### config.mk
export PLATFORM = sky130hd
export DESIGN_NAME = icm_interp_path
export DESIGN_NICKNAME = d
export VERILOG_FILES = /design/src/icm_rotator.v /design/src/icm_interp_path.v
export VERILOG_INCLUDE_DIRS = /design/src
export SDC_FILE = /design/constraint.sdc
export NUM_CORES = 2
export LEC_CHECK = 0
export BUFFER_PORTS_ARGS = -buffer_cell sky130_fd_sc_hd__buf_4
export CAP_MARGIN = 15
export CORE_MARGIN = 5
export CORE_UTILIZATION = 40
export CTS_BUF_LIST = sky130_fd_sc_hd__clkbuf_4
export CTS_CLUSTER_SIZE = 16
export DETAILED_ROUTE_END_ITERATION = 12
export MAX_ROUTING_LAYER = met4
export PLACE_DENSITY_LB_ADDON = 0.08
export SYNTH_ARGS = -nofsm -noshare
export SYNTH_HDL_FRONTEND = slang
export SYNTH_HIERARCHICAL = 1
export SYNTH_SLANG_ARGS = --single-unit
### constraint.sdc
create_clock -name core_clk_in -period 11.45 [get_ports core_clk_in]
set_clock_uncertainty 0.1 [all_clocks]
set_input_delay 1.145 -clock core_clk_in [delete_from_list [all_inputs] [get_ports core_clk_in]]
set_output_delay 1.145 -clock core_clk_in [all_outputs]
set_load 0.01 [all_outputs]
### src/icm_map.vh
`ifndef ICM_MAP_VH
`define ICM_MAP_VH
// ==========================================
// register byte offsets
`define ICM_REG_CTRL 8'h00
`define ICM_REG_MODES 8'h04
`define ICM_REG_TUNE 8'h08
`define ICM_REG_UPDATE 8'h0C
`define ICM_REG_STATUS 8'h10
`define ICM_REG_ACTIVE 8'h14
// ==========================================
// control register fields
`define ICM_CTRL_STAGE_EN_LSB 0
`define ICM_CTRL_PREMOD_BIT 3
`define ICM_CTRL_OSC_EN_BIT 4
`define ICM_CTRL_RESET 5'h00
// ==========================================
// coarse modulation codes, three bits per stage
`define ICM_MODE_W 3
`define ICM_MODE_NONE 3'h0
`define ICM_MODE_HALF 3'h1
`define ICM_MODE_QUARTER 3'h2
`define ICM_MODE_THREEQ 3'h3
`define ICM_MODE_EIGHTH 3'h4
`define ICM_MODES_RESET 9'h000
`define ICM_TUNE_RESET 32'h00000000
// ==========================================
// sqrt(2)/2 in q15
`define ICM_RHALF 18'h05A82
`endif

### src/icm_rotator.v
`timescale 1ns/1ps
`include "icm_map.vh"
// ==========================================
// rotates a complex sample by a multiple of 45 degrees
module icm_rotator (
  input wire core_clk_in,
  input wire rst_in,
  input wire en_in,
  input wire [2:0] angle_in,
  input wire signed [15:0] i_in,
  input wire signed [15:0] q_in,
  output reg signed [15:0] i_out,
  output reg signed [15:0] q_out
);
  reg signed [1:0] c_sgn;
  reg signed [1:0] s_sgn;
  wire signed [17:0] i_x = {{2{i_in[15]}}, i_in};
  wire signed [17:0] q_x = {{2{q_in[15]}}, q_in};
  wire signed [17:0] sum_i;
  wire signed [17:0] sum_q;
  wire signed [35:0] prod_i;
  wire signed [35:0] prod_q;
  wire signed [17:0] res_i;
  wire signed [17:0] res_q;

  function signed [17:0] term;
    input signed [17:0] x;
    input signed [1:0] sgn;
    begin
      if (sgn == 2'sb01)
        term = x;
      else if (sgn == 2'sb11)
        term = -x;
      else
        term = 18'sh00000;
    end
  endfunction

  function signed [15:0] sat16;
    input signed [17:0] x;
    begin
      if (x > 18'sh07FFF)
        sat16 = 16'sh7FFF;
      else if (x < -18'sh08000)
        sat16 = -16'sh8000;
      else
        sat16 = x[15:0];
    end
  endfunction

  // cosine and sine signs for each eighth of a turn
  always @* begin
    case (angle_in)
      3'h0: begin c_sgn = 2'sb01; s_sgn = 2'sb00; end
      3'h1: begin c_sgn = 2'sb01; s_sgn = 2'sb01; end
      3'h2: begin c_sgn = 2'sb00; s_sgn = 2'sb01; end
      3'h3: begin c_sgn = 2'sb11; s_sgn = 2'sb01; end
      3'h4: begin c_sgn = 2'sb11; s_sgn = 2'sb00; end
      3'h5: begin c_sgn = 2'sb11; s_sgn = 2'sb11; end
      3'h6: begin c_sgn = 2'sb00; s_sgn = 2'sb11; end
      default: begin c_sgn = 2'sb01; s_sgn = 2'sb11; end
    endcase
  end

  // odd eighths carry the r factor on the summed pair
  assign sum_i = term(i_x, c_sgn) + term(q_x, s_sgn);
  assign sum_q = term(q_x, c_sgn) - term(i_x, s_sgn);
  assign prod_i = sum_i * $signed(`ICM_RHALF);
  assign prod_q = sum_q * $signed(`ICM_RHALF);
  assign res_i = angle_in[0] ? prod_i[32:15] : sum_i;
  assign res_q = angle_in[0] ? prod_q[32:15] : sum_q;

  // saturate rather than wrap: i+q may exceed full scale
  always @(posedge core_clk_in) begin
    if (rst_in) begin
      i_out <= 16'sh0000;
      q_out <= 16'sh0000;
    end else if (en_in) begin
      i_out <= sat16(res_i);
      q_out <= sat16(res_q);
    end
  end
endmodule // icm_rotator

### src/icm_interp_path.v
// Added by the designer: the placing of the registers and the strobed register port.
`timescale 1ns/1ps
`include "icm_map.vh"
// Contract
// - half-rate mode negates every second sample on both channels, no swapping.
// - quarter-rate: I gives I,Q,-I,-Q; Q gives Q,-I,-Q,I.
// - three-quarter-rate: I gives I,-Q,-I,Q; Q gives Q,I,-Q,-I.
// - of the shifting modes only half-rate keeps channels apart; the others need complex input.
// - coarse shifts are fractions of output rate, done inside the stages.
// - each enabled half-band stage doubles its input sample rate.
// - premodulation shifts input by half the data rate before stage one.
// - fine oscillator carrier comes from a 32-bit phase tuning word.
// - oscillator runs at data rate, or twice it with stage one on.
// - tuning word takes effect only on 0-to-1 of update bit 0.
module icm_interp_path (
  input wire core_clk_in,
  input wire rst_in,
  input wire [7:0] reg_addr_in,
  input wire [31:0] reg_wdata_in,
  input wire reg_wr_in,
  input wire reg_rd_in,
  output reg [31:0] reg_rdata_out,
  input wire signed [15:0] sample_i_in,
  input wire signed [15:0] sample_q_in,
  input wire sample_valid_in,
  output wire sample_ready_out,
  output wire signed [15:0] out_i_out,
  output wire signed [15:0] out_q_out,
  output reg out_valid_out
);
  // ==========================================
  // configuration registers
  reg [4:0] ctrl;
  reg [8:0] modes;
  reg [31:0] tune_word;
  reg [31:0] active_word;
  reg update_bit;
  reg [2:0] cnt;
  wire [2:0] stage_en = ctrl[`ICM_CTRL_STAGE_EN_LSB +: 3];
  wire mode_wr = reg_wr_in && (reg_addr_in == `ICM_REG_MODES || reg_addr_in == `ICM_REG_CTRL);

  // writes; the tuning word waits for a rising update bit
  always @(posedge core_clk_in) begin
    if (rst_in) begin
      ctrl <= `ICM_CTRL_RESET;
      modes <= `ICM_MODES_RESET;
      tune_word <= `ICM_TUNE_RESET;
      active_word <= `ICM_TUNE_RESET;
      update_bit <= 1'b0;
    end else if (reg_wr_in) begin
      case (reg_addr_in)
        `ICM_REG_CTRL: ctrl <= reg_wdata_in[4:0];
        `ICM_REG_MODES: modes <= reg_wdata_in[8:0];
        `ICM_REG_TUNE: tune_word <= reg_wdata_in;
        `ICM_REG_UPDATE: begin
          update_bit <= reg_wdata_in[0];
          if (!update_bit && reg_wdata_in[0])
            active_word <= tune_word;
        end
        default: ;
      endcase
    end
  end

  // ==========================================
  // rate ticks: cnt wraps at the interpolation factor
  function [2:0] en_count;
    input [2:0] en;
    input [1:0] upto;
    begin
      en_count = 3'h0;
      if (upto >= 2'd1 && en[0])
        en_count = en_count + 3'h1;
      if (upto >= 2'd2 && en[1])
        en_count = en_count + 3'h1;
      if (upto >= 2'd3 && en[2])
        en_count = en_count + 3'h1;
    end
  endfunction

  function tick_at;
    input [2:0] c;
    input [2:0] en;
    input [1:0] upto;
    reg [3:0] period;
    begin
      period = 4'h8 >> (3'h3 - en_count(en, 2'd3) + en_count(en, upto));
      tick_at = ((c & (period[2:0] - 3'h1)) == 3'h0);
    end
  endfunction

  wire [3:0] factor = 4'h1 << en_count(stage_en, 2'd3);
  wire [3:0] tick; // tick[0] input rate, tick[n] rate after stage n
  genvar g;
  generate
    for (g = 0; g < 4; g = g + 1) begin : g_tick
      assign tick[g] = tick_at(cnt, stage_en, g[1:0]);
    end
  endgenerate

  // counter restarts with the configuration so ticks realign
  always @(posedge core_clk_in) begin
    if (rst_in || mode_wr)
      cnt <= 3'h0;
    else if (cnt == factor[2:0] - 3'h1 || factor == 4'h1)
      cnt <= 3'h0;
    else
      cnt <= cnt + 3'h1;
  end

  assign sample_ready_out = tick[0];

  // ==========================================
  // modulation step counters and angles
  function [2:0] coarse_angle;
    input [2:0] mode;
    input [2:0] step;
    begin
      case (mode)
        `ICM_MODE_HALF: coarse_angle = {step[0], 2'b00};
        `ICM_MODE_QUARTER: coarse_angle = {step[1:0], 1'b0};
        `ICM_MODE_THREEQ: coarse_angle = {step[1:0], 1'b0} + {step[1:0], 1'b0} + {step[1:0], 1'b0};
        `ICM_MODE_EIGHTH: coarse_angle = step;
        default: coarse_angle = 3'h0;
      endcase
    end
  endfunction

  reg [2:0] step [0:2];
  reg premod_step;
  reg [31:0] phase;

  // steps clear on mode writes, phase accumulates the active word
  always @(posedge core_clk_in) begin
    if (rst_in || mode_wr) begin
      step[0] <= 3'h0;
      step[1] <= 3'h0;
      step[2] <= 3'h0;
      premod_step <= 1'b0;
      phase <= 32'h00000000;
    end else begin
      if (tick[0])
        premod_step <= ~premod_step;
      if (tick[1])
        phase <= phase + active_word;
      if (tick[1])
        step[0] <= step[0] + 3'h1;
      if (tick[2])
        step[1] <= step[1] + 3'h1;
      if (tick[3])
        step[2] <= step[2] + 3'h1;
    end
  end

  // ==========================================
  // input capture and premodulation
  wire signed [15:0] in_i = sample_valid_in ? sample_i_in : 16'sh0000;
  wire signed [15:0] in_q = sample_valid_in ? sample_q_in : 16'sh0000;
  wire signed [15:0] pre_i;
  wire signed [15:0] pre_q;

  icm_rotator u_premod (
    .core_clk_in(core_clk_in),
    .rst_in(rst_in),
    .en_in(tick[0]),
    .angle_in(ctrl[`ICM_CTRL_PREMOD_BIT] ? {premod_step, 2'b00} : 3'h0),
    .i_in(in_i),
    .q_in(in_q),
    .i_out(pre_i),
    .q_out(pre_q)
  );

  // ==========================================
  // half-band stages with coarse mixers
  wire signed [15:0] st_i [0:3];
  wire signed [15:0] st_q [0:3];
  wire signed [15:0] osc_i;
  wire signed [15:0] osc_q;
  assign st_i[0] = pre_i;
  assign st_q[0] = pre_q;

  generate
    for (g = 0; g < 3; g = g + 1) begin : g_stage
      reg signed [15:0] prev_i;
      reg signed [15:0] prev_q;
      reg signed [15:0] cur_i;
      reg signed [15:0] cur_q;
      reg signed [15:0] hb_i;
      reg signed [15:0] hb_q;
      wire signed [16:0] mid_i = {prev_i[15], prev_i} + {cur_i[15], cur_i};
      wire signed [16:0] mid_q = {prev_q[15], prev_q} + {cur_q[15], cur_q};
      wire signed [15:0] src_i = (g == 1) ? osc_i : st_i[g];
      wire signed [15:0] src_q = (g == 1) ? osc_q : st_q[g];

      // new input lands on the slow tick, midpoint fills the fast tick
      always @(posedge core_clk_in) begin
        if (rst_in) begin
          prev_i <= 16'sh0000;
          prev_q <= 16'sh0000;
          cur_i <= 16'sh0000;
          cur_q <= 16'sh0000;
          hb_i <= 16'sh0000;
          hb_q <= 16'sh0000;
        end else if (!stage_en[g]) begin
          if (tick[g]) begin
            hb_i <= src_i;
            hb_q <= src_q;
          end
        end else if (tick[g + 1]) begin
          if (tick[g]) begin
            prev_i <= cur_i;
            prev_q <= cur_q;
            cur_i <= src_i;
            cur_q <= src_q;
            hb_i <= cur_i;
            hb_q <= cur_q;
          end else begin
            hb_i <= mid_i[16:1];
            hb_q <= mid_q[16:1];
          end
        end
      end

      // mixing happens at the stage output rate, so shifts scale with it
      icm_rotator u_mix (
        .core_clk_in(core_clk_in),
        .rst_in(rst_in),
        .en_in(tick[g + 1]),
        .angle_in(stage_en[g] ? coarse_angle(modes[3 * g +: 3], step[g]) : 3'h0),
        .i_in(hb_i),
        .q_in(hb_q),
        .i_out(st_i[g + 1]),
        .q_out(st_q[g + 1])
      );
    end
  endgenerate

  // ==========================================
  // fine oscillator after stage one; coarse eighth-turn carrier
  icm_rotator u_osc (
    .core_clk_in(core_clk_in),
    .rst_in(rst_in),
    .en_in(tick[1]),
    .angle_in(ctrl[`ICM_CTRL_OSC_EN_BIT] ? 3'h0 - phase[31:29] : 3'h0),
    .i_in(st_i[1]),
    .q_in(st_q[1]),
    .i_out(osc_i),
    .q_out(osc_q)
  );

  assign out_i_out = st_i[3];
  assign out_q_out = st_q[3];

  // output stands valid in the cycle after every final-rate tick, once out of reset
  always @(posedge core_clk_in) begin
    if (rst_in)
      out_valid_out <= 1'b0;
    else
      out_valid_out <= tick[3];
  end

  // ==========================================
  // reads: data in the cycle after the strobe, zero elsewhere
  always @(posedge core_clk_in) begin
    if (rst_in)
      reg_rdata_out <= 32'h00000000;
    else if (reg_rd_in) begin
      case (reg_addr_in)
        `ICM_REG_CTRL: reg_rdata_out <= {27'h0000000, ctrl};
        `ICM_REG_MODES: reg_rdata_out <= {23'h000000, modes};
        `ICM_REG_TUNE: reg_rdata_out <= tune_word;
        `ICM_REG_UPDATE: reg_rdata_out <= {31'h00000000, update_bit};
        `ICM_REG_STATUS: reg_rdata_out <= {19'h00000, factor, step[2], step[1], step[0]};
        `ICM_REG_ACTIVE: reg_rdata_out <= active_word;
        default: reg_rdata_out <= 32'h00000000;
      endcase
    end else
      reg_rdata_out <= 32'h00000000;
  end
endmodule // icm_interp_path

==> out/metrics.cfg <==
[status]
status=complete, no violations

[detailed_routing]
met2_length_um=132100
wl_um=298400
via_per_inst=5.602
drc=0
first_pass_iters=7
vias=80880
antenna_left=0
wl_per_cell_um=20.67
first_iter_violations=5543
m1WireLength_um=145000
top_layer_used=met4
wl_met3_um=14270

[critical_path]
start_kind=flop
worst-r2r-setup-slack_ps=560
cp_max_fo=18
r2r-start=step[0][6]
critPathMaxStageDelay_ps=530
cp_num_buf_inv=5
cp_top_family=compound AO/OA/AOI/OAI gates
timing.rr.end=g_stage[2].u_mix/i_out[6]
crit_arrival_ps=11870
crit_slowest_cell=fa_1
critPathLaunch=step[0][6]
required_ps=12430
worst_setup_path_end_kind=flop
worstSetupPathType=flop to flop
cp_common_cell=ha_1
rr_worst_depth=40

[synth]
netlist_area_mm2=0.09162
synth_warnings=6
synthTopCellsByArea=ha_1 (22%), fa_1 (15%), dfxtp_1 (13%)
synth.most_common_cell=ha_1
netlist-cell-type-count=139
ys_seq_area_share_pct=13.32
synth-edff-count=9
synthArstFlopShare_pct=0
postSynthAreaPerCell_um2=8.231
yosysTopAreaCellShare_pct=21.66
yosysTopAreaCell=ha_1
ys_ff_latch=605
synth_common_cells=ha_1 (1586), nand2_1 (1396), inv_1 (1070)
synth_flop_cell=dfxtp_1
syn-instance-count=11130

[floorplan]
rows=175
die_h_um=488.6
core_area_mm2=0.2277
design.portCount=143
die_area_mm2=0.2387
die_x_um=488.6
start_util_pct=40.23

[final_layout]
fin_cells=14440
regArea_mm2=0.01220
areaGrowthSynthToFinish_pct=8.205
final_core_util_pct=43.53
multi_input_area_mm2=0.07356
fin_nets=13590
fill_cells=23120
drive_gt1_share_pct=9.163

[placement]
io_buffers=142
dp_cells=14050
gp_congestion=0.9321
pre_cts_ws_ps=352.9
hpwl_um=238900

[global_routing]
grt_use_total_pct=25.22
antenna_found_initial=11
grt_pass1_vias=79570
grt_pass1_wl_um=466800
overflow=0
grt_start_max_net_pins=98

[timing]
fin_crit_ps=10890
fin_crit_sh_pct=95.13
max_freq_ghz=0.09181
setup_ws_ps=557.6
slew_headroom_pct=22.21
timing.setup.tns_ps=0
timing.final.max_slew_violations=0
final-hold-violation-count=0
worstMarginPinSlew_ps=1158
finalSetupViolCount=0

[clock_tree]
clkSlewWorstSetupHoldPaths_ps=70
ctsRootBufferMaster=clkbuf_4
clockBufferDepth=3
numCtsBuffers=187
cts_tree=built
cts.sinks=605
clock_latency_ps=1260
h-tree-depth=4

[job]
max_cap_viol_count=0

[worst_hold_path]
hold_path_class=input pin to flop
min_from=rst_in
min_delay_path_depth=2
min_to=g_stage[2].prev_i[2]

## cells in the final DEF (no fill, tap or decap), types with 62 or more instances in the layout
master | Yosys | routed
or3_1 | 123 | 123
nand4_1 | 87 | 87
o21a_1 | 80 | 79
o21ai_0 | 434 | 430
buf_4 | 14 | 370
xnor2_1 | 375 | 368
clkbuf_4 | 0 | 260
nand2_1 | 1396 | 1393
ha_1 | 1586 | 1586
dfxtp_1 | 596 | 594
mux2i_1 | 74 | 74
o21bai_1 | 68 | 68
xor2_1 | 222 | 220
nand2b_1 | 66 | 66
inv_1 | 1070 | 1068
nand3_1 | 157 | 157
clkinv_1 | 6 | 62
and2_1 | 120 | 119
a21o_1 | 205 | 205
o211ai_1 | 77 | 77
a31oi_1 | 84 | 83
fa_1 | 668 | 668
a211oi_1 | 128 | 127
a21oi_1 | 969 | 967
nor2_1 | 817 | 811
nor3_1 | 163 | 161
## worst max path at each step
stage	end	slack [ps]	depth (start not counted)
finish	g_stage[2].u_mix/i_out[6]	560	40
CTS	g_stage[1].u_mix/q_out[1]	240	37
global route	g_stage[1].u_mix/q_out[3]	-0.7	37
global placement	u_osc/q_out[11]	360	37
floorplan	g_stage[2].u_mix/i_out[11]	830	38
detailed placement	u_osc/q_out[0]	350	37
## stage by stage
stage	hold slack, ps	area [um2]
after floorplan	335.6	91660
after CTS	32.90	98880
after detailed placement	349.2	96220
final	194.7	99130
after global placement	343.3	96200
after global routing	107.0	99130
## kinds of logic (layout without fill, tap and decap cells)
kind of cell,after synthesis,in the layout,share of synthesized area [%]
muxes,117,117,1.521
DFF,605,605,13.32
adders and majority gates,2254,2254,36.26
other,2,28,0.008197
xor gates and xnor gates,599,599,5.743
and+or+nand+nor,3272,3272,16.40
buffers and inverters,1553,1827,6.741
AOI/OAI and AO/OA,2728,2728,20.01
## flip-flops by register name (all words and copies together) (netlist names), 16 cells and up
signal / cells
g_stage.cur_i: 48
g_stage.cur_q: 48
g_stage.hb_i: 48
g_stage.hb_q: 48
g_stage.prev_i: 48
g_stage.prev_q: 48
g_stage.u_mix/i_out: 48
g_stage.u_mix/q_out: 48
active_word: 32
phase: 32
reg_rdata_out: 32
tune_word: 32
u_osc/i_out: 16
u_osc/q_out: 16
u_premod/i_out: 16
u_premod/q_out: 16
## routing by layer
| layer | track usage (%) | up-vias |
|---|---|---|
| li1 | - | 39250 |
| met1 | 35.74 | 39180 |
| met2 | 38.72 | 2109 |
| met3 | 2.609 | 347 |
| met4 | 5.920 | 0 |
| met5 | - | - |
## what timing repair did
item	4_1_cts	5_1_grt
endpoints found under the setup margin	0	103
buffers inserted	0	5
hold endpoints to repair	44	0
resized for setup	0	24
hold buffers	29	0
## cell type report
cell class / instances / share of cell area, %
multi-input combinational: 8983 / 74.20
inverter: 1081 / 4.097
sequential: 605 / 12.31
timing repair buffer: 403 / 3.171
clock inverter: 83 / 0.4165
antenna: 15 / 0.03786
tap: 3009 / 3.798
clock buffer: 260 / 1.969
Power is not shown: default switching activity piles up to over one toggle a cycle in this logic, so the estimate is an artifact.
